## src/logic/idu_pkg.sv

```systemverilog
// integer divide unit: shared encodings, field positions and timing counts
// assumes a 32-bit core whose decode stage hands over the instruction word and both operand values
`default_nettype none

package idu_pkg;
    localparam int unsigned IDU_XLEN      = 32;
    localparam int unsigned IDU_CNT_W     = 5;
    // one quotient bit per step, then one cycle to present the answer
    localparam logic [4:0]  IDU_LAST_STEP = 5'h1F;
    localparam int unsigned IDU_LATENCY   = 34;

    // instruction field positions
    localparam int unsigned IDU_OPC_MSB   = 31;
    localparam int unsigned IDU_OPC_LSB   = 26;
    localparam int unsigned IDU_DEST_MSB  = 15;
    localparam int unsigned IDU_DEST_LSB  = 11;
    localparam int unsigned IDU_SEL_MSB   = 10;
    localparam int unsigned IDU_SEL_LSB   = 6;
    localparam int unsigned IDU_FN_MSB    = 5;
    localparam int unsigned IDU_FN_LSB    = 0;

    // encodings
    localparam logic [5:0]  IDU_OPC_SPECIAL          = 6'h00;
    localparam logic [5:0]  IDU_SIGNED_DIVIDE_FUNCTION   = 6'h1A;
    localparam logic [5:0]  IDU_UNSIGNED_DIVIDE_FUNCTION = 6'h1B;
    localparam logic [4:0]  IDU_SEL_QUOTIENT         = 5'h02;
    localparam logic [4:0]  IDU_SEL_REMAINDER        = 5'h03;
    localparam logic [9:0]  IDU_LEGACY_ZERO          = 10'h000;

    localparam logic [31:0] IDU_SREG_RESET = 32'h0000_0000;

    typedef enum logic [1:0] {
        IDU_ST_IDLE = 2'b00,
        IDU_ST_RUN  = 2'b01,
        IDU_ST_FIN  = 2'b11
    } idu_state_t;
endpackage : idu_pkg

`default_nettype wire

```

## src/logic/idu_div_if.sv

```systemverilog
// integer divide unit: carrier between the control top and the iterative divider
// assumes one clock domain; the control side drives start and operands
`default_nettype none

interface idu_div_if;
    logic        start;
    logic        is_signed;
    logic [31:0] dividend;
    logic [31:0] divisor;
    logic        ready;
    logic        done;
    logic [31:0] quotient;
    logic [31:0] remainder;

    modport ctrl (output start, is_signed, dividend, divisor, input ready, done, quotient, remainder);
    modport core (input start, is_signed, dividend, divisor, output ready, done, quotient, remainder);
endinterface : idu_div_if

`default_nettype wire

```

## src/logic/idu_divcore.sv

```systemverilog
// integer divide unit: restoring divider, one quotient bit per clock
// assumes start is only raised while ready is high
`default_nettype none

module idu_divcore (
    input  wire logic ref_clk,
    input  wire logic rst,
    idu_div_if.core   dv
);
    idu_pkg::idu_state_t state;
    logic [4:0]          step;
    logic [31:0]         quo;
    logic [31:0]         rem;
    logic [31:0]         dmag;
    logic                q_neg;
    logic                r_neg;
    logic [32:0]         trial;

    // ---------------------------------------------------------------
    // sequencing
    // ---------------------------------------------------------------
    always_ff @(posedge ref_clk) begin
        if (rst) begin
            state <= idu_pkg::IDU_ST_IDLE;
            step  <= 5'h00;
        end else begin
            unique case (state)
                idu_pkg::IDU_ST_IDLE: begin
                    step <= 5'h00;
                    if (dv.start) begin
                        state <= idu_pkg::IDU_ST_RUN;
                    end
                end
                idu_pkg::IDU_ST_RUN: begin
                    step <= step + 5'h01;
                    // fixed step count: zero divisor and overflow cases take the same time
                    if (step == idu_pkg::IDU_LAST_STEP) begin
                        state <= idu_pkg::IDU_ST_FIN;
                    end
                end
                idu_pkg::IDU_ST_FIN: begin
                    state <= idu_pkg::IDU_ST_IDLE;
                end
                default: begin
                    state <= idu_pkg::IDU_ST_IDLE;
                end
            endcase
        end
    end

    // ---------------------------------------------------------------
    // datapath on magnitudes, sign applied at the end
    // ---------------------------------------------------------------
    assign trial = {rem, quo[31]} - {1'b0, dmag};

    always_ff @(posedge ref_clk) begin
        if (rst) begin
            quo   <= 32'h0000_0000;
            rem   <= 32'h0000_0000;
            dmag  <= 32'h0000_0000;
            q_neg <= 1'b0;
            r_neg <= 1'b0;
        end else if (state == idu_pkg::IDU_ST_IDLE && dv.start) begin
            quo   <= (dv.is_signed && dv.dividend[31]) ? 32'h0 - dv.dividend : dv.dividend;
            dmag  <= (dv.is_signed && dv.divisor[31]) ? 32'h0 - dv.divisor : dv.divisor;
            rem   <= 32'h0000_0000;
            q_neg <= dv.is_signed && (dv.dividend[31] ^ dv.divisor[31]);
            r_neg <= dv.is_signed && dv.dividend[31];
        end else if (state == idu_pkg::IDU_ST_RUN) begin
            if (!trial[32]) begin
                rem <= trial[31:0];
                quo <= {quo[30:0], 1'b1};
            end else begin
                rem <= {rem[30:0], quo[31]};
                quo <= {quo[30:0], 1'b0};
            end
        end else if (state == idu_pkg::IDU_ST_FIN) begin
            quo <= q_neg ? 32'h0 - quo : quo;
            rem <= r_neg ? 32'h0 - rem : rem;
        end
    end

    assign dv.ready     = (state == idu_pkg::IDU_ST_IDLE);
    assign dv.done      = (state == idu_pkg::IDU_ST_FIN);
    assign dv.quotient  = q_neg ? 32'h0 - quo : quo;
    assign dv.remainder = r_neg ? 32'h0 - rem : rem;
endmodule : idu_divcore

`default_nettype wire

```

## src/logic/idu_sreg.sv

```systemverilog
// integer divide unit: quotient and remainder special registers with read interlock
// assumes pend_set and wr_en never coincide
`default_nettype none

module idu_sreg (
    input  wire logic        ref_clk,
    input  wire logic        rst,
    input  wire logic        pend_set,
    input  wire logic        wr_en,
    input  wire logic [31:0] wr_quo,
    input  wire logic [31:0] wr_rem,
    input  wire logic        rd_req,
    input  wire logic        rd_sel,
    output logic             rd_ack,
    output logic             rd_valid,
    output logic [31:0]      rd_data,
    output logic             pending
);
    logic [31:0] quotient_special_reg;
    logic [31:0] remainder_special_reg;

    // a read waits for the divide in flight rather than seeing stale values
    assign rd_ack = rd_req && !pending;

    always_ff @(posedge ref_clk) begin
        if (rst) begin
            pending <= 1'b0;
        end else if (pend_set) begin
            pending <= 1'b1;
        end else if (wr_en) begin
            pending <= 1'b0;
        end
    end

    always_ff @(posedge ref_clk) begin
        if (rst) begin
            quotient_special_reg  <= idu_pkg::IDU_SREG_RESET;
            remainder_special_reg <= idu_pkg::IDU_SREG_RESET;
        end else if (wr_en) begin
            quotient_special_reg  <= wr_quo;
            remainder_special_reg <= wr_rem;
        end
    end

    always_ff @(posedge ref_clk) begin
        if (rst) begin
            rd_valid <= 1'b0;
            rd_data  <= 32'h0000_0000;
        end else begin
            rd_valid <= rd_ack;
            if (rd_ack) begin
                rd_data <= rd_sel ? remainder_special_reg : quotient_special_reg;
            end
        end
    end
endmodule : idu_sreg

`default_nettype wire

```

## src/logic/idu_top.sv

```systemverilog
// integer divide unit: decode, issue, special-register and writeback control
// assumes the register file supplies both operand values with the instruction word
//
// What this block does
// - legacy word divide divides two 32-bit operands as signed values
// - legacy divide puts quotient and remainder into their special registers
// - legacy divide never raises an arithmetic exception
// - zero divisor on legacy divide leaves arbitrary values but still completes
// - special register reads stall until a pending divide has written them
// - divider runs beside other instructions without changing visible results
// - newer family writes only quotient or remainder into the result register
// - newer family: primary opcode 000000, function 011010 signed, 011011 unsigned
// - instruction bits 10..6: 00010 gives quotient, 00011 gives remainder
// - results follow truncated division; remainder takes dividend sign, smaller magnitude
// - signed variants use signed operands, unsigned variants unsigned, 32-bit results
// - newer family never traps on zero divisor; result unspecified
// - in newer-release mode legacy divide encodings raise reserved instruction
`default_nettype none

module idu_top (
    input  wire logic        ref_clk,
    input  wire logic        rst,
    input  wire logic        release6_mode,
    input  wire logic        issue_valid,
    output logic             issue_ready,
    input  wire logic [31:0] issue_instr,
    input  wire logic [31:0] num_val,
    input  wire logic [31:0] den_val,
    input  wire logic        mf_req,
    input  wire logic        mf_sel,
    output logic             mf_ack,
    output logic             mf_valid,
    output logic [31:0]      mf_data,
    output logic             rsvd_instr_exc,
    output logic             wb_valid,
    output logic             wb_gpr,
    output logic [4:0]       wb_dest,
    output logic [31:0]      wb_data
);
    idu_div_if dv ();

    logic [5:0] opc;
    logic [5:0] fn;
    logic [4:0] sel;
    logic [9:0] low_zero;
    logic       fn_signed;
    logic       fn_div;
    logic       is_legacy;
    logic       is_newer;
    logic       taken;
    logic       run_div;
    logic       op_legacy;
    logic       op_rem;
    logic [4:0] op_dest;
    logic       sreg_pending;
    logic       sreg_we;

    // ---------------------------------------------------------------
    // decode
    // ---------------------------------------------------------------
    assign opc       = issue_instr[idu_pkg::IDU_OPC_MSB:idu_pkg::IDU_OPC_LSB];
    assign fn        = issue_instr[idu_pkg::IDU_FN_MSB:idu_pkg::IDU_FN_LSB];
    assign sel       = issue_instr[idu_pkg::IDU_SEL_MSB:idu_pkg::IDU_SEL_LSB];
    assign low_zero  = issue_instr[idu_pkg::IDU_DEST_MSB:idu_pkg::IDU_SEL_LSB];
    assign fn_signed = (fn == idu_pkg::IDU_SIGNED_DIVIDE_FUNCTION);
    assign fn_div    = fn_signed || (fn == idu_pkg::IDU_UNSIGNED_DIVIDE_FUNCTION);
    assign is_legacy = (opc == idu_pkg::IDU_OPC_SPECIAL) && fn_div
                       && (low_zero == idu_pkg::IDU_LEGACY_ZERO);
    assign is_newer  = (opc == idu_pkg::IDU_OPC_SPECIAL) && fn_div
                       && (sel == idu_pkg::IDU_SEL_QUOTIENT || sel == idu_pkg::IDU_SEL_REMAINDER);

    // one divide in flight; other instructions keep flowing around the unit
    assign issue_ready = dv.ready;
    assign taken       = issue_valid && issue_ready;
    // legacy encodings only execute when the core is not in newer-release mode
    assign run_div     = taken && (is_newer || (is_legacy && !release6_mode));

    // ---------------------------------------------------------------
    // divider launch
    // ---------------------------------------------------------------
    assign dv.start     = run_div;
    assign dv.is_signed = fn_signed;
    assign dv.dividend  = num_val;
    assign dv.divisor   = den_val;

    idu_divcore u_core (
        .ref_clk (ref_clk),
        .rst     (rst),
        .dv      (dv)
    );

    always_ff @(posedge ref_clk) begin
        if (rst) begin
            op_legacy <= 1'b0;
            op_rem    <= 1'b0;
            op_dest   <= 5'h00;
        end else if (run_div) begin
            op_legacy <= is_legacy;
            op_rem    <= (sel == idu_pkg::IDU_SEL_REMAINDER);
            op_dest   <= issue_instr[idu_pkg::IDU_DEST_MSB:idu_pkg::IDU_DEST_LSB];
        end
    end

    // ---------------------------------------------------------------
    // exception report: only the reserved-encoding case, never arithmetic
    // ---------------------------------------------------------------
    always_ff @(posedge ref_clk) begin
        if (rst) begin
            rsvd_instr_exc <= 1'b0;
        end else begin
            rsvd_instr_exc <= taken && is_legacy && release6_mode;
        end
    end

    // ---------------------------------------------------------------
    // special registers, written only by the legacy divide
    // ---------------------------------------------------------------
    assign sreg_we = dv.done && op_legacy;

    idu_sreg u_sreg (
        .ref_clk  (ref_clk),
        .rst      (rst),
        .pend_set (run_div && is_legacy),
        .wr_en    (sreg_we),
        .wr_quo   (dv.quotient),
        .wr_rem   (dv.remainder),
        .rd_req   (mf_req),
        .rd_sel   (mf_sel),
        .rd_ack   (mf_ack),
        .rd_valid (mf_valid),
        .rd_data  (mf_data),
        .pending  (sreg_pending)
    );

    // ---------------------------------------------------------------
    // completion and general-register writeback
    // ---------------------------------------------------------------
    always_ff @(posedge ref_clk) begin
        if (rst) begin
            wb_valid <= 1'b0;
            wb_gpr   <= 1'b0;
            wb_dest  <= 5'h00;
            wb_data  <= 32'h0000_0000;
        end else begin
            wb_valid <= dv.done;
            wb_gpr   <= dv.done && !op_legacy;
            if (dv.done) begin
                wb_dest <= op_dest;
                // a legacy divide reports the quotient here too, but wb_gpr stays low
                wb_data <= op_rem ? dv.remainder : dv.quotient;
            end
        end
    end

    // ---------------------------------------------------------------
    // checks
    // ---------------------------------------------------------------
    logic [31:0] chk_a;
    logic [31:0] chk_b;
    logic        chk_sgn;

    always_ff @(posedge ref_clk) begin
        if (rst) begin
            chk_a   <= 32'h0000_0000;
            chk_b   <= 32'h0000_0000;
            chk_sgn <= 1'b0;
        end else if (run_div) begin
            chk_a   <= num_val;
            chk_b   <= den_val;
            chk_sgn <= fn_signed;
        end
    end

    chk_rsvd_legacy: assert property (@(posedge ref_clk) disable iff (rst)
        taken && is_legacy && release6_mode |=> rsvd_instr_exc && !wb_valid && issue_ready)
        else $error("legacy divide in newer-release mode did not raise reserved instruction");

    chk_no_trap: assert property (@(posedge ref_clk) disable iff (rst)
        run_div |=> !rsvd_instr_exc)
        else $error("divide raised an exception");

    chk_fixed_latency: assert property (@(posedge ref_clk) disable iff (rst)
        run_div |-> ##1 !wb_valid [*8] ##26 wb_valid)
        else $error("divide did not complete in the fixed cycle count");

    chk_mf_interlock: assert property (@(posedge ref_clk) disable iff (rst)
        mf_req && sreg_pending |-> !mf_ack)
        else $error("special register read was not stalled by pending divide");

    chk_mf_after_write: assert property (@(posedge ref_clk) disable iff (rst)
        sreg_we ##1 mf_req && !mf_sel |-> mf_ack ##1 mf_valid && mf_data == $past(dv.quotient, 2))
        else $error("quotient read after legacy divide returned the wrong value");

    chk_newer_no_sreg: assert property (@(posedge ref_clk) disable iff (rst)
        dv.done && !op_legacy |-> !sreg_we ##1 wb_gpr && wb_dest == $past(op_dest))
        else $error("newer divide touched special registers or lost its destination");

    chk_trunc_identity: assert property (@(posedge ref_clk) disable iff (rst)
        dv.done && chk_b != 32'h0000_0000 |->
            32'(dv.quotient * chk_b + dv.remainder) == chk_a)
        else $error("quotient times divisor plus remainder differs from dividend");

    chk_rem_sign: assert property (@(posedge ref_clk) disable iff (rst)
        dv.done && chk_sgn && chk_b != 32'h0000_0000 && dv.remainder != 32'h0000_0000 |->
            dv.remainder[31] == chk_a[31])
        else $error("signed remainder does not take the dividend sign");

    chk_rem_mag: assert property (@(posedge ref_clk) disable iff (rst)
        dv.done && !chk_sgn && chk_b != 32'h0000_0000 |-> dv.remainder < chk_b)
        else $error("unsigned remainder not below divisor");

    chk_busy_refuse: assert property (@(posedge ref_clk) disable iff (rst)
        run_div |=> !issue_ready [*8])
        else $error("unit accepted a second divide while busy");
endmodule : idu_top

`default_nettype wire

```

## config.mk

```make
export PLATFORM = sky130hd
export DESIGN_NAME = idu_top
export DESIGN_NICKNAME = d
export VERILOG_FILES = /design/src/logic/idu_pkg.sv /design/src/logic/idu_div_if.sv /design/src/logic/idu_divcore.sv /design/src/logic/idu_sreg.sv /design/src/logic/idu_top.sv
export SDC_FILE = /design/constraint.sdc
export NUM_CORES = 1
export LEC_CHECK = 0
export ABC_AREA = 1
export ABC_CLOCK_PERIOD_IN_PS = 3030
export BUFFER_PORTS_ARGS = -buffer_cell sky130_fd_sc_hd__buf_2
export CORE_MARGIN = 2
export CORE_UTILIZATION = 50
export DETAILED_ROUTE_END_ITERATION = 6
export PLACE_DENSITY = 0.69
export SLEW_MARGIN = 20
export SYNTH_ARGS = -nofsm -noshare
export SYNTH_HDL_FRONTEND = slang
export SYNTH_SLANG_ARGS = --single-unit
```

## constraint.sdc

```tcl
create_clock -name ref_clk -period 3.03 [get_ports ref_clk]
set_clock_uncertainty 0.15 [all_clocks]
set_input_delay 0.303 -clock ref_clk [delete_from_list [all_inputs] [get_ports ref_clk]]
set_output_delay 0.303 -clock ref_clk [all_outputs]
set_load 0.01 [all_outputs]
```

Word-level counts from Yosys, hierarchy flattened
Index checks and enable logic that the tools add are counted.
{"block": "word_totals", "regBits": 250, "latch_bits": 0, "ramBits": 0, "mem_bits_ro": 0, "word_cells": 86, "mem_count": 0}
{"block": "classes", "addsub": 6, "n_mul": 0, "n_div": 0, "n_lt_le_gt_ge": 0, "n_eq_ne": 9, "n_shift": 0, "mux": 19, "bitwise_logic": 1, "n_reduce_logical": 31}
{"op": "$mux 32", "count": 12}
{"op": "$sub 1x32->32 const A", "count": 4}
{"op": "$sub 33x32->33", "count": 1}
{"op": "$logic_and 1x1->1", "count": 16}
{"op": "$eq 6x5->1 const B", "count": 2}
{"op": "$eq 5x2->1 const B", "count": 2}
{"op": "$logic_not 10->1", "count": 1}
{"op": "$pmux 5 s2", "count": 1}
{"op": "$logic_not 6->1", "count": 1}
{"op": "$reduce_bool 2->1", "count": 3}
{"op": "$add 5x1->5 const B", "count": 1}
{"op": "$eq 5x5->1 const B", "count": 1}
{"op": "$mux 2", "count": 2}
{"op": "$ne 2x1->1 const B", "count": 2}
{"op": "$pmux 2 s2", "count": 1}
{"op": "$logic_not 1->1", "count": 3}
{"op": "$logic_or 1x1->1", "count": 3}
{"op": "$mux 1", "count": 3}
{"op": "$reduce_bool 3->1", "count": 1}
{"op": "$eq 2x1->1 const B", "count": 1}
{"op": "$eq 2x2->1 const B", "count": 1}
{"op": "$logic_not 2->1", "count": 1}
{"op": "$reduce_and 2->1", "count": 1}
{"op": "$reduce_or 2->1", "count": 1}
{"op": "$xor 1x1->1", "count": 1}

Depth between registers and ports, before layout
Gate-level depths: netlist of the first run.
{"block": "logic_depth", "depth_word": 9, "ltp_mapped": 19, "ltp_nobuf": 18}

Hierarchy
A second synthesis of the first run with hierarchy kept.
{"block": "hier_totals", "cells_unflattened": 2749, "area_unflattened_um2": 16819.9}
{"mod": "idu_divcore", "n_inst": 1, "cells_per_inst": 1866, "area_each_um2": 10685.2, "seq_area_each_um2": 2102.0}
{"mod": "idu_sreg", "n_inst": 1, "cells_per_inst": 594, "area_each_um2": 4060.1, "seq_area_each_um2": 1961.9}
{"mod": "idu_top", "n_inst": 1, "cells_per_inst": 289, "area_each_um2": 2074.5, "seq_area_each_um2": 940.9}

Worst setup path after synthesis of the first run
No wires, ideal clock.
{"block": "synth_path", "path_kind": "reg-to-reg", "start": "register u_core.quo[31]", "end": "register u_core.rem[0]", "setup_ns": 0.132, "arrival_ns": 2.086, "t_required_ns": 2.748, "slack_ns": 0.661, "path_stages_with_launch": 17, "path_buffers": 1, "period_less_slack_ns": 2.369, "path_cell_list": "dfxtp_1 > inv_1 > ha_1 > fa_1 > inv_1 > nand2_1 > nand2_1 > nand3_1 > nand2_1 > nand2_1 > nand2_1 > nand2_2 > nand3_4 > buf_2 > nand3_1 > nand3_1 > a21oi_1"}
{"block": "synth_via", "elab_chain_cells": 3}
{"element": "start, declared", "line": "idu_divcore.sv:12", "source": "logic [31:0] quo;"}
{"element": "start signal, assigned", "line": "idu_divcore.sv:64", "source": "quo <= (dv.is_signed && dv.dividend[31]) ? 32'h0 - dv.dividend : dv.dividend;"}
{"element": "start signal, assigned", "line": "idu_divcore.sv:72", "source": "quo <= {quo[30:0], 1'b1};"}
{"element": "start signal, assigned", "line": "idu_divcore.sv:75", "source": "quo <= {quo[30:0], 1'b0};"}
{"element": "$sub 33x32->33", "line": "idu_divcore.sv:54", "source": "assign trial = {rem, quo[31]} - {1'b0, dmag};"}
{"element": "$mux 32 *", "line": "idu_divcore.sv:70", "source": "if (!trial[32]) begin"}
{"element": "$mux 32 *", "line": "idu_divcore.sv:69", "source": "end else if (state == idu_pkg::IDU_ST_RUN) begin"}
{"element": "end signal, assigned", "line": "idu_divcore.sv:71", "source": "rem <= trial[31:0];"}
{"element": "end signal, assigned", "line": "idu_divcore.sv:74", "source": "rem <= {rem[30:0], quo[31]};"}
{"element": "end signal, assigned", "line": "idu_divcore.sv:79", "source": "rem <= r_neg ? 32'h0 - rem : rem;"}
{"element": "end, declared", "line": "idu_divcore.sv:13", "source": "logic [31:0] rem;"}
Mark *: on every way between the ends. The rest lies on a longest branch, timed or not.
A chain may end at the register's enable or synchronous reset.

Final worst setup path of the first run
{"block": "layout_path", "start": "register u_core.quo[31]", "end": "register u_core.rem[15]"}
{"block": "layout_via", "elab_chain_cells": 3}
{"element": "$sub 33x32->33", "line": "idu_divcore.sv:54"}
{"element": "$mux 32", "line": "idu_divcore.sv:70"}
{"element": "$mux 32", "line": "idu_divcore.sv:69"}
Every way passes these cells.

==> results of run 1 <==
[synth_stat cells (10+ instances only)]
cell type / count
a21oi_1: 246
a31oi_1: 10
buf_1: 14
buf_2: 21
clkbuf_1: 84
dfxtp_1: 250
ha_1: 38
inv_1: 432
nand2_1: 706
nand3_1: 259
nand4_1: 28
nor2_1: 225
nor3_1: 30
o211ai_1: 27
o21ai_0: 213
o21ai_1: 10
o21bai_1: 53
xor2_1: 65
[cell type report]
type,instances,share of cell area
Tap cell,448,0.0284
Inverter,440,0.0838
Sequential cell,250,0.254
Multi-Input combinational cell,2003,0.504
Clock inverter,11,0.00621
Clock buffer,36,0.0396
Timing Repair Buffer,260,0.0848
[metrics by stage]
step,total power [mW],std cells
2_1_floorplan,3.57,2820
3_3_place_gp,3.75,3360
3_5_place_dp,3.75,3360
4_1_cts,7.12,3445
5_1_grt,7.30,3448
6_report,7.10,3448
[kinds of logic after synthesis]
group	share of synthesized area
buffers and inverters	0.130
DFF	0.292
and+or+nand+nor	0.322
adders and majority gates	0.0289
xor gates and xnor gates	0.0373
AOI/OAI and AO/OA	0.190
[layer usage]
layer | vias up | part of all wire | routed length [um] | GRT usage
met5 | - | 0.00021 | 13 | 0
met4 | 2 | 0.027 | 1700 | 0.0992
met3 | 109 | 0.069 | 4290 | 0.0373
met2 | 789 | 0.45 | 27600 | 0.543
met1 | 8755 | 0.46 | 28200 | 0.471
li1 | 9379 | - | - | -
[worst max-delay path by stage]
stage                                 to            from  slack (ns)
after floorplan            u_core.rem[0]  u_core.quo[31]        0.66
after global placement    u_core.rem[18]  u_core.quo[31]        0.28
after detailed placement   u_core.rem[6]  u_core.quo[31]        0.23
after CTS                 u_core.rem[29]  u_core.quo[31]        0.21
after global routing      u_core.rem[15]  u_core.quo[31]        0.01
final                     u_core.rem[15]  u_core.quo[31]        0.20
[what timing repair did]
item,CTS,global route
hold buffers,38,0
endpoints found under the setup margin,0,25
hold endpoints to repair,34,0
buffers inserted,0,2
gates resized for setup,0,2
[critical path: stages (launching register included)]
cell      delay [ns]
dfxtp_1         0.35
inv_1           0.08
ha_1            0.27
fa_2            0.39
inv_1           0.11
nand2_1         0.06
nand2_1         0.06
nand3_1         0.06
nand2_1         0.10
nand2_1         0.06
nand2_1         0.12
nand2_2         0.12
nand2_4         0.08
nand2_4         0.13
buf_6           0.22
nand3b_1        0.14
nand3_1         0.10
a21oi_1         0.15
[power by group]
part	total, mW	switching [mW]	internal (mW)
sequential	3.32	0.0127	3.31
clock	3.37	1.40	1.97
combinational	0.403	0.248	0.155
==> flow_metrics.env, run 1 <==
export IMPL_timing_hold_worst_path_depth=4
export IMPL_synth_area_leader="dfxtp_1"
export IMPL_min_from="den_val[27]"
export IMPL_cts_buffers=28
export IMPL_cp_data_arrival_time_ns=3.17
export IMPL_synthTopCellsByArea="dfxtp_1 29%, nand2_1 15%, inv_1 9.5%"
export IMPL_routed_wirelength_um=61800
export IMPL_groute_usage_overall=0.336
export IMPL_clock_insertion_delay_worst_skew_ns=0.56
export IMPL_report_final_setup_viol=0
export IMPL_timing_setup_critical_path_class="flop to flop"
export IMPL_run_status="finished clean"
export IMPL_fraction_of_registers_with_async_set_reset=0
export IMPL_multi_input_area_sq_um=9940
export IMPL_post_synth_instance_area_sq_um=17100
export IMPL_grt_first_pass_wirelength_um=95200
export IMPL_grt_pass1_vias=17300
export IMPL_cts_sink_count=250
export IMPL_holdWs_ns=0.00549
export IMPL_required_ns=3.37
export IMPL_synth_top_flop_cell="dfxtp_1"
export IMPL_antenna_found_initial=1
export IMPL_mostFrequentLayoutCell="nand2_1"
export IMPL_timing_critical_path_to_type="flop"
export IMPL_synth_fp_nets=2961
export IMPL_yosysWarnings=0
export IMPL_detailed_place_hpwl_um=46300
export IMPL_most_frequent_cells_in_the_layout="706 x nand2_1, 432 x inv_1, 259 x nand3_1"
export IMPL_fillCellCount=3357
export IMPL_cts_tree="done"
export IMPL_share_of_final_layout_standard_cells_stronger_than_drive_strength_1=0.103
export IMPL_ctsHtreeMaxLevel=1
export IMPL_postSynthCellCount=2820
export IMPL_drv_max_cap_violation_count=0
export IMPL_drv_slew=0
export IMPL_netlist_cell_type_count=52
export IMPL_gpl_wtd_cong=0.960
export IMPL_grt_overflow_total=0
export IMPL_detailroute_via_count=19000
export IMPL_power_density_nw_per_um2=360
export IMPL_r2r_start="u_core.quo[31]"
export IMPL_depth_of_the_worst_register_to_register_path=17
export IMPL_number_of_i_o_pins=177
export IMPL_start_util=0.510
export IMPL_die_height_um=189
export IMPL_timing_final_crit_period_ns=2.83
export IMPL_nets=3124
export IMPL_portBuffers=166
export IMPL_drt_iter0_drc=2079
export IMPL_detailedRoute_firstPassIterationCount=6
export IMPL_clock_tree_buffer_depth=3
export IMPL_synth_seq_area_share=0.292
export IMPL_final_core_utilization=0.587
export IMPL_timing_worst_slew_pin_value_ns=0.822
export IMPL_routed_via_density=5.52
export IMPL_start_kind="flop"
export IMPL_period_share=0.933
export IMPL_worst_ir_drop_vdd_mv=0.334
export IMPL_n_antenna_cell=0
export IMPL_final_design_area_no_fill_sq_um=19700
export IMPL_pre_cts_ws_ns=0.230
export IMPL_cp_max_fo=23
export IMPL_finalSetupTns_ns=0
export IMPL_min_delay_path_class="primary input to flop"
export IMPL_cellLeakagePower_nw=10.1
export IMPL_fmax_mhz=354
export IMPL_edff_count_synth=0
export IMPL_pin_count_of_the_biggest_net_entering_global_routing=83
export IMPL_core_region_area_sq_um=33600
export IMPL_yosys_area_top_type_share=0.292
export IMPL_r2r_end="u_core.rem[15]"
export IMPL_area_growth_pct=15.1
export IMPL_drc=0
export IMPL_ys_ff_latch=250
export IMPL_reg2reg_setup_slack_ns=0.20
export IMPL_syn_avg_cell_area_sq_um=6.08
export IMPL_floorplan_die_area_sq_um=35800
export IMPL_area_sequential_sq_um=5000
export IMPL_ant_nets=0
export IMPL_slew_headroom=0.452
export IMPL_fp_row_count=67
export IMPL_rsz0062_at_grt="no"
export IMPL_final_hold_viol_count=0
export IMPL_placed_area_sq_um=18400
export IMPL_wl_per_cell_um=17.9
export IMPL_cts_root_buf="clkbuf_16"
export IMPL_whs_endpoint="u_core.dmag[27]"
export IMPL_die_width_um=189
export IMPL_worst_path_clk_slew_ns=0.06
export IMPL_postLayoutSetupSlackWorst_ns=0.202
Power figures use the tool's default switching activity.
==> run 2, diff against run 1 <==
- CORE_MARGIN: 2 -> unset
- CTS_BUF_LIST: unset -> sky130_fd_sc_hd__clkbuf_2 sky130_fd_sc_hd__clkbuf_4 sky130_fd_sc_hd__clkbuf_8
==> run 2 against run 1 <==
- count of clock-buffer cells in the layout up 31
- setup slack better by 0.078 ns
- combinational power barely moved
- flip-flop and latch count unchanged
- routed wire length fell by 1.1%
- register-to-register slack improved by 0.08 ns
- sequential power hardly changed
- largest power group unchanged
- die area down 2.1%
- total power rose by 0.94%
- clock power rose by 2%
- non-clock buffer count up 1
==> flow_metrics.env, run 2 (synthesized netlist as in run 1, its figures left out) <==
export IMPL_worstPathCellList="inv_1, ha_1, fa_1, inv_1, nand2_1, nand2_1, nand3_1, nand2_1, nand2_1, nand2_1, nand2_2, nand2_4, nand2_4, buf_4, nand3_1, nand3_1, a21oi_1"
export IMPL_floorplan_die_area_sq_um=35000
export IMPL_power_report_internal_total_mw=5.43
export IMPL_grt_overflow_total=0
export IMPL_drt_iter0_drc=1928
export IMPL_timing_worst_slew_pin_value_ns=1.02
export IMPL_post_cts_resized_instances=0
export IMPL_ant_nets=0
export IMPL_detailroute_via_count=19200
export IMPL_multi_input_area_sq_um=9930
export IMPL_depth_of_the_worst_register_to_register_path=17
export IMPL_routed_via_density=5.52
export IMPL_min_from="num_val[6]"
export IMPL_drv_slew=0
export IMPL_pin_count_of_the_biggest_net_entering_global_routing=83
export IMPL_gpl_wtd_cong=0.994
export IMPL_clock_tree_buffer_depth=3
export IMPL_cellLeakagePower_nw=10.1
export IMPL_fillCellCount=3373
export IMPL_drv_max_cap_violation_count=0
export IMPL_cts_tree="done"
export IMPL_timing_critical_path_to_type="flop"
export IMPL_mostFrequentLayoutCell="nand2_1"
export IMPL_final_hold_viol_count=0
export IMPL_r2r_start="u_core.quo[31]"
export IMPL_report_power_total_mw=7.16
export IMPL_cp_data_arrival_time_ns=3.10
export IMPL_period_share=0.908
export IMPL_share_of_final_layout_standard_cells_stronger_than_drive_strength_1=0.110
export IMPL_timing_setup_critical_path_class="flop to flop"
export IMPL_cts_hold_buffers_added=45
export IMPL_area_sequential_sq_um=5000
export IMPL_cts_sink_count=250
export IMPL_n_antenna_cell=0
export IMPL_slew_headroom=0.312
export IMPL_routed_wirelength_um=61100
export IMPL_postLayoutSetupSlackWorst_ns=0.279
export IMPL_fmax_mhz=364
export IMPL_fp_row_count=67
export IMPL_cts_root_buf="clkbuf_8"
export IMPL_min_delay_path_class="primary input to flop"
export IMPL_start_kind="flop"
export IMPL_required_ns=3.38
export IMPL_groute_usage_overall=0.342
export IMPL_nets=3140
export IMPL_rsz0062_at_grt="no"
export IMPL_worst_path_max_delay_cell="fa_1"
export IMPL_net_switching_power_mw=1.73
export IMPL_wl_per_cell_um=17.6
export IMPL_critical_path_top_delay_family="simple AND/OR/NAND/NOR gates"
export IMPL_final_core_utilization=0.590
export IMPL_timing_final_crit_period_ns=2.75
export IMPL_power_density_nw_per_um2=361
export IMPL_die_height_um=187
export IMPL_most_frequent_cells_in_the_layout="706 x nand2_1, 432 x inv_1, 259 x nand3_1"
export IMPL_worst_ir_drop_vdd_mv=0.309
export IMPL_area_growth_pct=15.6
export IMPL_start_util=0.510
export IMPL_holdWs_ns=0.00370
export IMPL_reg2reg_setup_slack_ns=0.28
export IMPL_worst_path_clk_slew_ns=0.06
export IMPL_antenna_found_initial=0
export IMPL_report_final_setup_viol=0
export IMPL_pre_cts_ws_ns=0.312
export IMPL_run_status="finished clean"
export IMPL_ctsHtreeMaxLevel=2
export IMPL_switching_share=0.242
export IMPL_r2r_end="u_core.rem[24]"
export IMPL_grt_first_pass_wirelength_um=95500
export IMPL_worstPathBufferInverterCount=3
export IMPL_clock_insertion_delay_worst_skew_ns=0.62
export IMPL_portBuffers=166
export IMPL_detailed_place_hpwl_um=46100
export IMPL_highest_cell_delay_on_the_worst_timing_path_ns=0.42
export IMPL_cp_max_fo=25
export IMPL_timing_hold_worst_path_depth=4
export IMPL_sequential_power_share=0.464
export IMPL_timing_critical_path_from="u_core.quo[31]"
export IMPL_detailedRoute_firstPassIterationCount=5
export IMPL_grt_pass1_vias=17500
export IMPL_whs_endpoint="u_core.quo[6]"
export IMPL_postCtsSetupBuffers=0
export IMPL_drc=0
export IMPL_share_of_power_burned_in_combinational_logic=0.056
export IMPL_die_width_um=187
export IMPL_clock_network_power_share=0.480
export IMPL_number_of_i_o_pins=177
export IMPL_cpMostUsedCell="nand2_1"
export IMPL_finalSetupTns_ns=0
export IMPL_core_region_area_sq_um=33600
export IMPL_cts_buffers=44
run 2: cell types whose count changed in the layout (fill, tap and decap cells not counted), sizes merged:
cell / delta
buf: -6
clkbuf: +31
clkinv: -5
clkinvlp: +1
dlygate4sd3: +7
inv: +2
nand2: -1
run 2: metrics by stage:
step                instances  instance area [sq um]
global placement         3356                  18400
detailed placement       3356                  18400
global route             3477                  19800
floorplan                2820                  17100
finish                   3477                  19800
CTS                      3477                  19800
run 2: power by group through the flow:
stage,clock [mW],sequential [mW],combinational [mW]
6_report,3.44,3.32,0.402
5_1_grt,3.62,3.32,0.438
4_1_cts,3.46,3.32,0.394
3_5_place_dp,0,3.39,0.352
3_3_place_gp,0,3.39,0.346
2_1_floorplan,0,3.40,0.174
run 2: worst max-delay path by stage:
stage,endpoint,depth (start not counted)
4_1_cts,u_core.rem[24],17
2_1_floorplan,u_core.rem[0],16
5_1_grt,u_core.rem[15],17
3_3_place_gp,u_core.rem[9],18
6_report,u_core.rem[24],17
3_5_place_dp,u_core.rem[9],18
run 2: area by class of cell:
| cell class | count | area share |
|---|---|---|
| clock inverters | 9 | 0.00593 |
| inverters | 440 | 0.0835 |
| repair buffers | 261 | 0.0861 |
| multi-input cells | 2002 | 0.501 |
| well taps | 448 | 0.0283 |
| clock buffers | 67 | 0.0427 |
| flip-flops and latches | 250 | 0.253 |
run 2: layer usage:
metal / share of wire / up-vias / global-route usage / wire length [um]
li1: - / 9418 / - / -
met2: 0.45 / 808 / 0.553 / 27400
met1: 0.44 / 8858 / 0.473 / 27200
met3: 0.076 / 116 / 0.0460 / 4650
met4: 0.031 / 0 / 0.102 / 1880
met5: 0 / - / 0 / 0
run 2: tightest hold or removal path, stage by stage:
cell and delay [ns]:
buf_2 0.11, xor2_1 0.07, a21oi_1 0.12, a31oi_1 0.08
==> run 3, diff against run 2 <==
- CORE_ASPECT_RATIO: unset -> 0.7
- GPL_ROUTABILITY_DRIVEN: unset -> 0
==> run 3 against run 2 <==
- first-iteration DRC count rose by 28%
- clock power fell by 13%
- via count increased by 1.1%
- sequential power hardly changed
- design area is 1.1% lower
- cell count shrank 0.69%
- critical path depth shrank 5
- fmax is 3.2% lower
- register-to-register slack got worse by 0.09 ns
- utilization shrank 0.70 points
- sequential share of layout area grew 0.29 points
==> flow_metrics.env, run 3 (synthesized netlist as in run 1, its figures left out) <==
export IMPL_cts_sink_count=250
export IMPL_worst_ir_drop_vdd_mv=0.272
export IMPL_finalSetupTns_ns=0
export IMPL_slew_headroom=0.398
export IMPL_timing_final_crit_period_ns=2.84
export IMPL_clock_insertion_delay_worst_skew_ns=0.57
export IMPL_mostFrequentLayoutCell="nand2_1"
export IMPL_number_of_i_o_pins=177
export IMPL_power_density_nw_per_um2=342
export IMPL_postCtsSetupBuffers=0
export IMPL_depth_of_the_worst_register_to_register_path=12
export IMPL_fp_row_count=56
export IMPL_start_kind="flop"
export IMPL_routed_wirelength_um=60900
export IMPL_holdWs_ns=0.0250
export IMPL_pre_cts_ws_ns=0.277
export IMPL_most_frequent_cells_in_the_layout="706 x nand2_1, 432 x inv_1, 259 x nand3_1"
export IMPL_drv_slew=0
export IMPL_cellLeakagePower_nw=10.1
export IMPL_ant_nets=0
export IMPL_detailed_place_hpwl_um=45700
export IMPL_run_status="finished clean"
export IMPL_grt_pass1_vias=17100
export IMPL_period_share=0.938
export IMPL_ctsHtreeMaxLevel=2
export IMPL_drv_max_cap_violation_count=0
export IMPL_grt_first_pass_wirelength_um=93600
export IMPL_area_growth_pct=14.3
export IMPL_r2r_start="u_core.quo[0]"
export IMPL_core_region_area_sq_um=33600
export IMPL_placed_cell_count=3351
export IMPL_cp_data_arrival_time_ns=3.19
export IMPL_timing_worst_slew_pin_value_ns=0.900
export IMPL_worst_setup_path_endpoint="wb_data[12]"
export IMPL_timing_critical_path_from="u_core.quo[0]"
export IMPL_clock_tree_buffer_depth=3
export IMPL_timing_setup_critical_path_class="flop to flop"
export IMPL_rsz0062_at_grt="no"
export IMPL_worst_path_clk_slew_ns=0.07
export IMPL_fmax_mhz=352
export IMPL_drc=0
export IMPL_final_design_area_no_fill_sq_um=19600
export IMPL_drt_iter0_drc=2461
export IMPL_cts_buffers=40
export IMPL_final_core_utilization=0.583
export IMPL_floorplan_die_area_sq_um=35000
export IMPL_cts_root_buf="clkbuf_8"
export IMPL_cts_hold_buffers_added=40
export IMPL_postLayoutSetupSlackWorst_ns=0.189
export IMPL_reg2reg_setup_slack_ns=0.19
export IMPL_placed_area_sq_um=18400
export IMPL_timing_critical_path_to_type="flop"
export IMPL_n_antenna_cell=0
export IMPL_pin_count_of_the_biggest_net_entering_global_routing=83
export IMPL_final_hold_viol_count=0
export IMPL_antenna_found_initial=1
export IMPL_report_power_total_mw=6.70
export IMPL_groute_usage_overall=0.340
export IMPL_report_final_setup_viol=0
export IMPL_grt_overflow_total=0
export IMPL_min_delay_path_class="primary input to flop"
export IMPL_die_height_um=157
export IMPL_routed_via_density=5.62
export IMPL_cts_tree="done"
export IMPL_required_ns=3.38
export IMPL_share_of_final_layout_standard_cells_stronger_than_drive_strength_1=0.108
export IMPL_post_cts_resized_instances=0
export IMPL_r2r_end="wb_data[12]"
export IMPL_detailedRoute_firstPassIterationCount=6
export IMPL_wl_per_cell_um=17.6
export IMPL_fin_cells=3453
export IMPL_detailroute_via_count=19400
export IMPL_cp_max_fo=4
export IMPL_die_width_um=223
export IMPL_portBuffers=166
export IMPL_nets=3139
export IMPL_start_util=0.510
[run 3: cell types whose count changed in the layout (fill, tap and decap cells not counted)]
cell,before,now
nor2_1,221,222
dlygate4sd3_1,45,40
clkbuf_8,55,47
nor2_2,8,7
inv_12,1,0
clkinvlp_4,2,0
clkinv_2,3,4
bufinv_16,2,1
buf_4,46,56
inv_8,1,0
buf_12,4,2
clkbuf_4,12,10
[run 3: how the worst min path moves through the flow]
| stage | cells past startpoint | slack [ns] | end | start |
|---|---|---|---|---|
| final | 5 | 0.02 | u_core.quo[10] | num_val[10] |
| after global routing | 4 | 0.03 | u_core.dmag[3] | den_val[3] |
| after CTS | 4 | 0.0003 | u_core.dmag[22] | den_val[22] |
| after detailed placement | 2 | 0.30 | u_sreg.rd_data[19] | u_sreg.quotient_special_reg[19] |
| after global placement | 2 | 0.30 | wb_data[11] | wb_data[11] |
| after floorplan | 1 | 0.25 | wb_gpr | op_legacy |
[run 3: critical path, cell delays in order, from the launching register on]
cell and delay (ns):
dfxtp_1 0.33, inv_1 0.23, ha_1 0.24, nand3_1 0.16
nor2_1 0.20, nand2_1 0.16, o21ai_0 0.22, xor2_1 0.54
buf_4 0.21, inv_1 0.05, nand2_1 0.06, o211ai_1 0.09
a21oi_1 0.13
[run 3: power by group]
group	leakage, nW	internal [mW]	total, mW	switching, mW
Sequential	2.02	3.31	3.32	0.0127
Clock	0.414	1.60	2.98	1.38
Combinational	7.63	0.156	0.401	0.245
[run 3: routing by layer]
layer,up-vias,track usage,part of all wire,wire length [um]
met2,1035,0.488,0.40,24400
li1,9406,-,-,-
met4,2,0.0639,0.016,996
met1,8889,0.503,0.46,27700
met3,88,0.0939,0.13,7750
met5,-,0,0.00016,10
[run 3: layout make-up]
class | count | area, sq um
clock buffers | 57 | 722
clock inverters | 5 | 50.0
repair buffers | 264 | 1690
inverters | 440 | 1650
flip-flops and latches | 250 | 5000
well taps | 435 | 544
fillers | 3323 | 14000
multi-input cells | 2002 | 9930
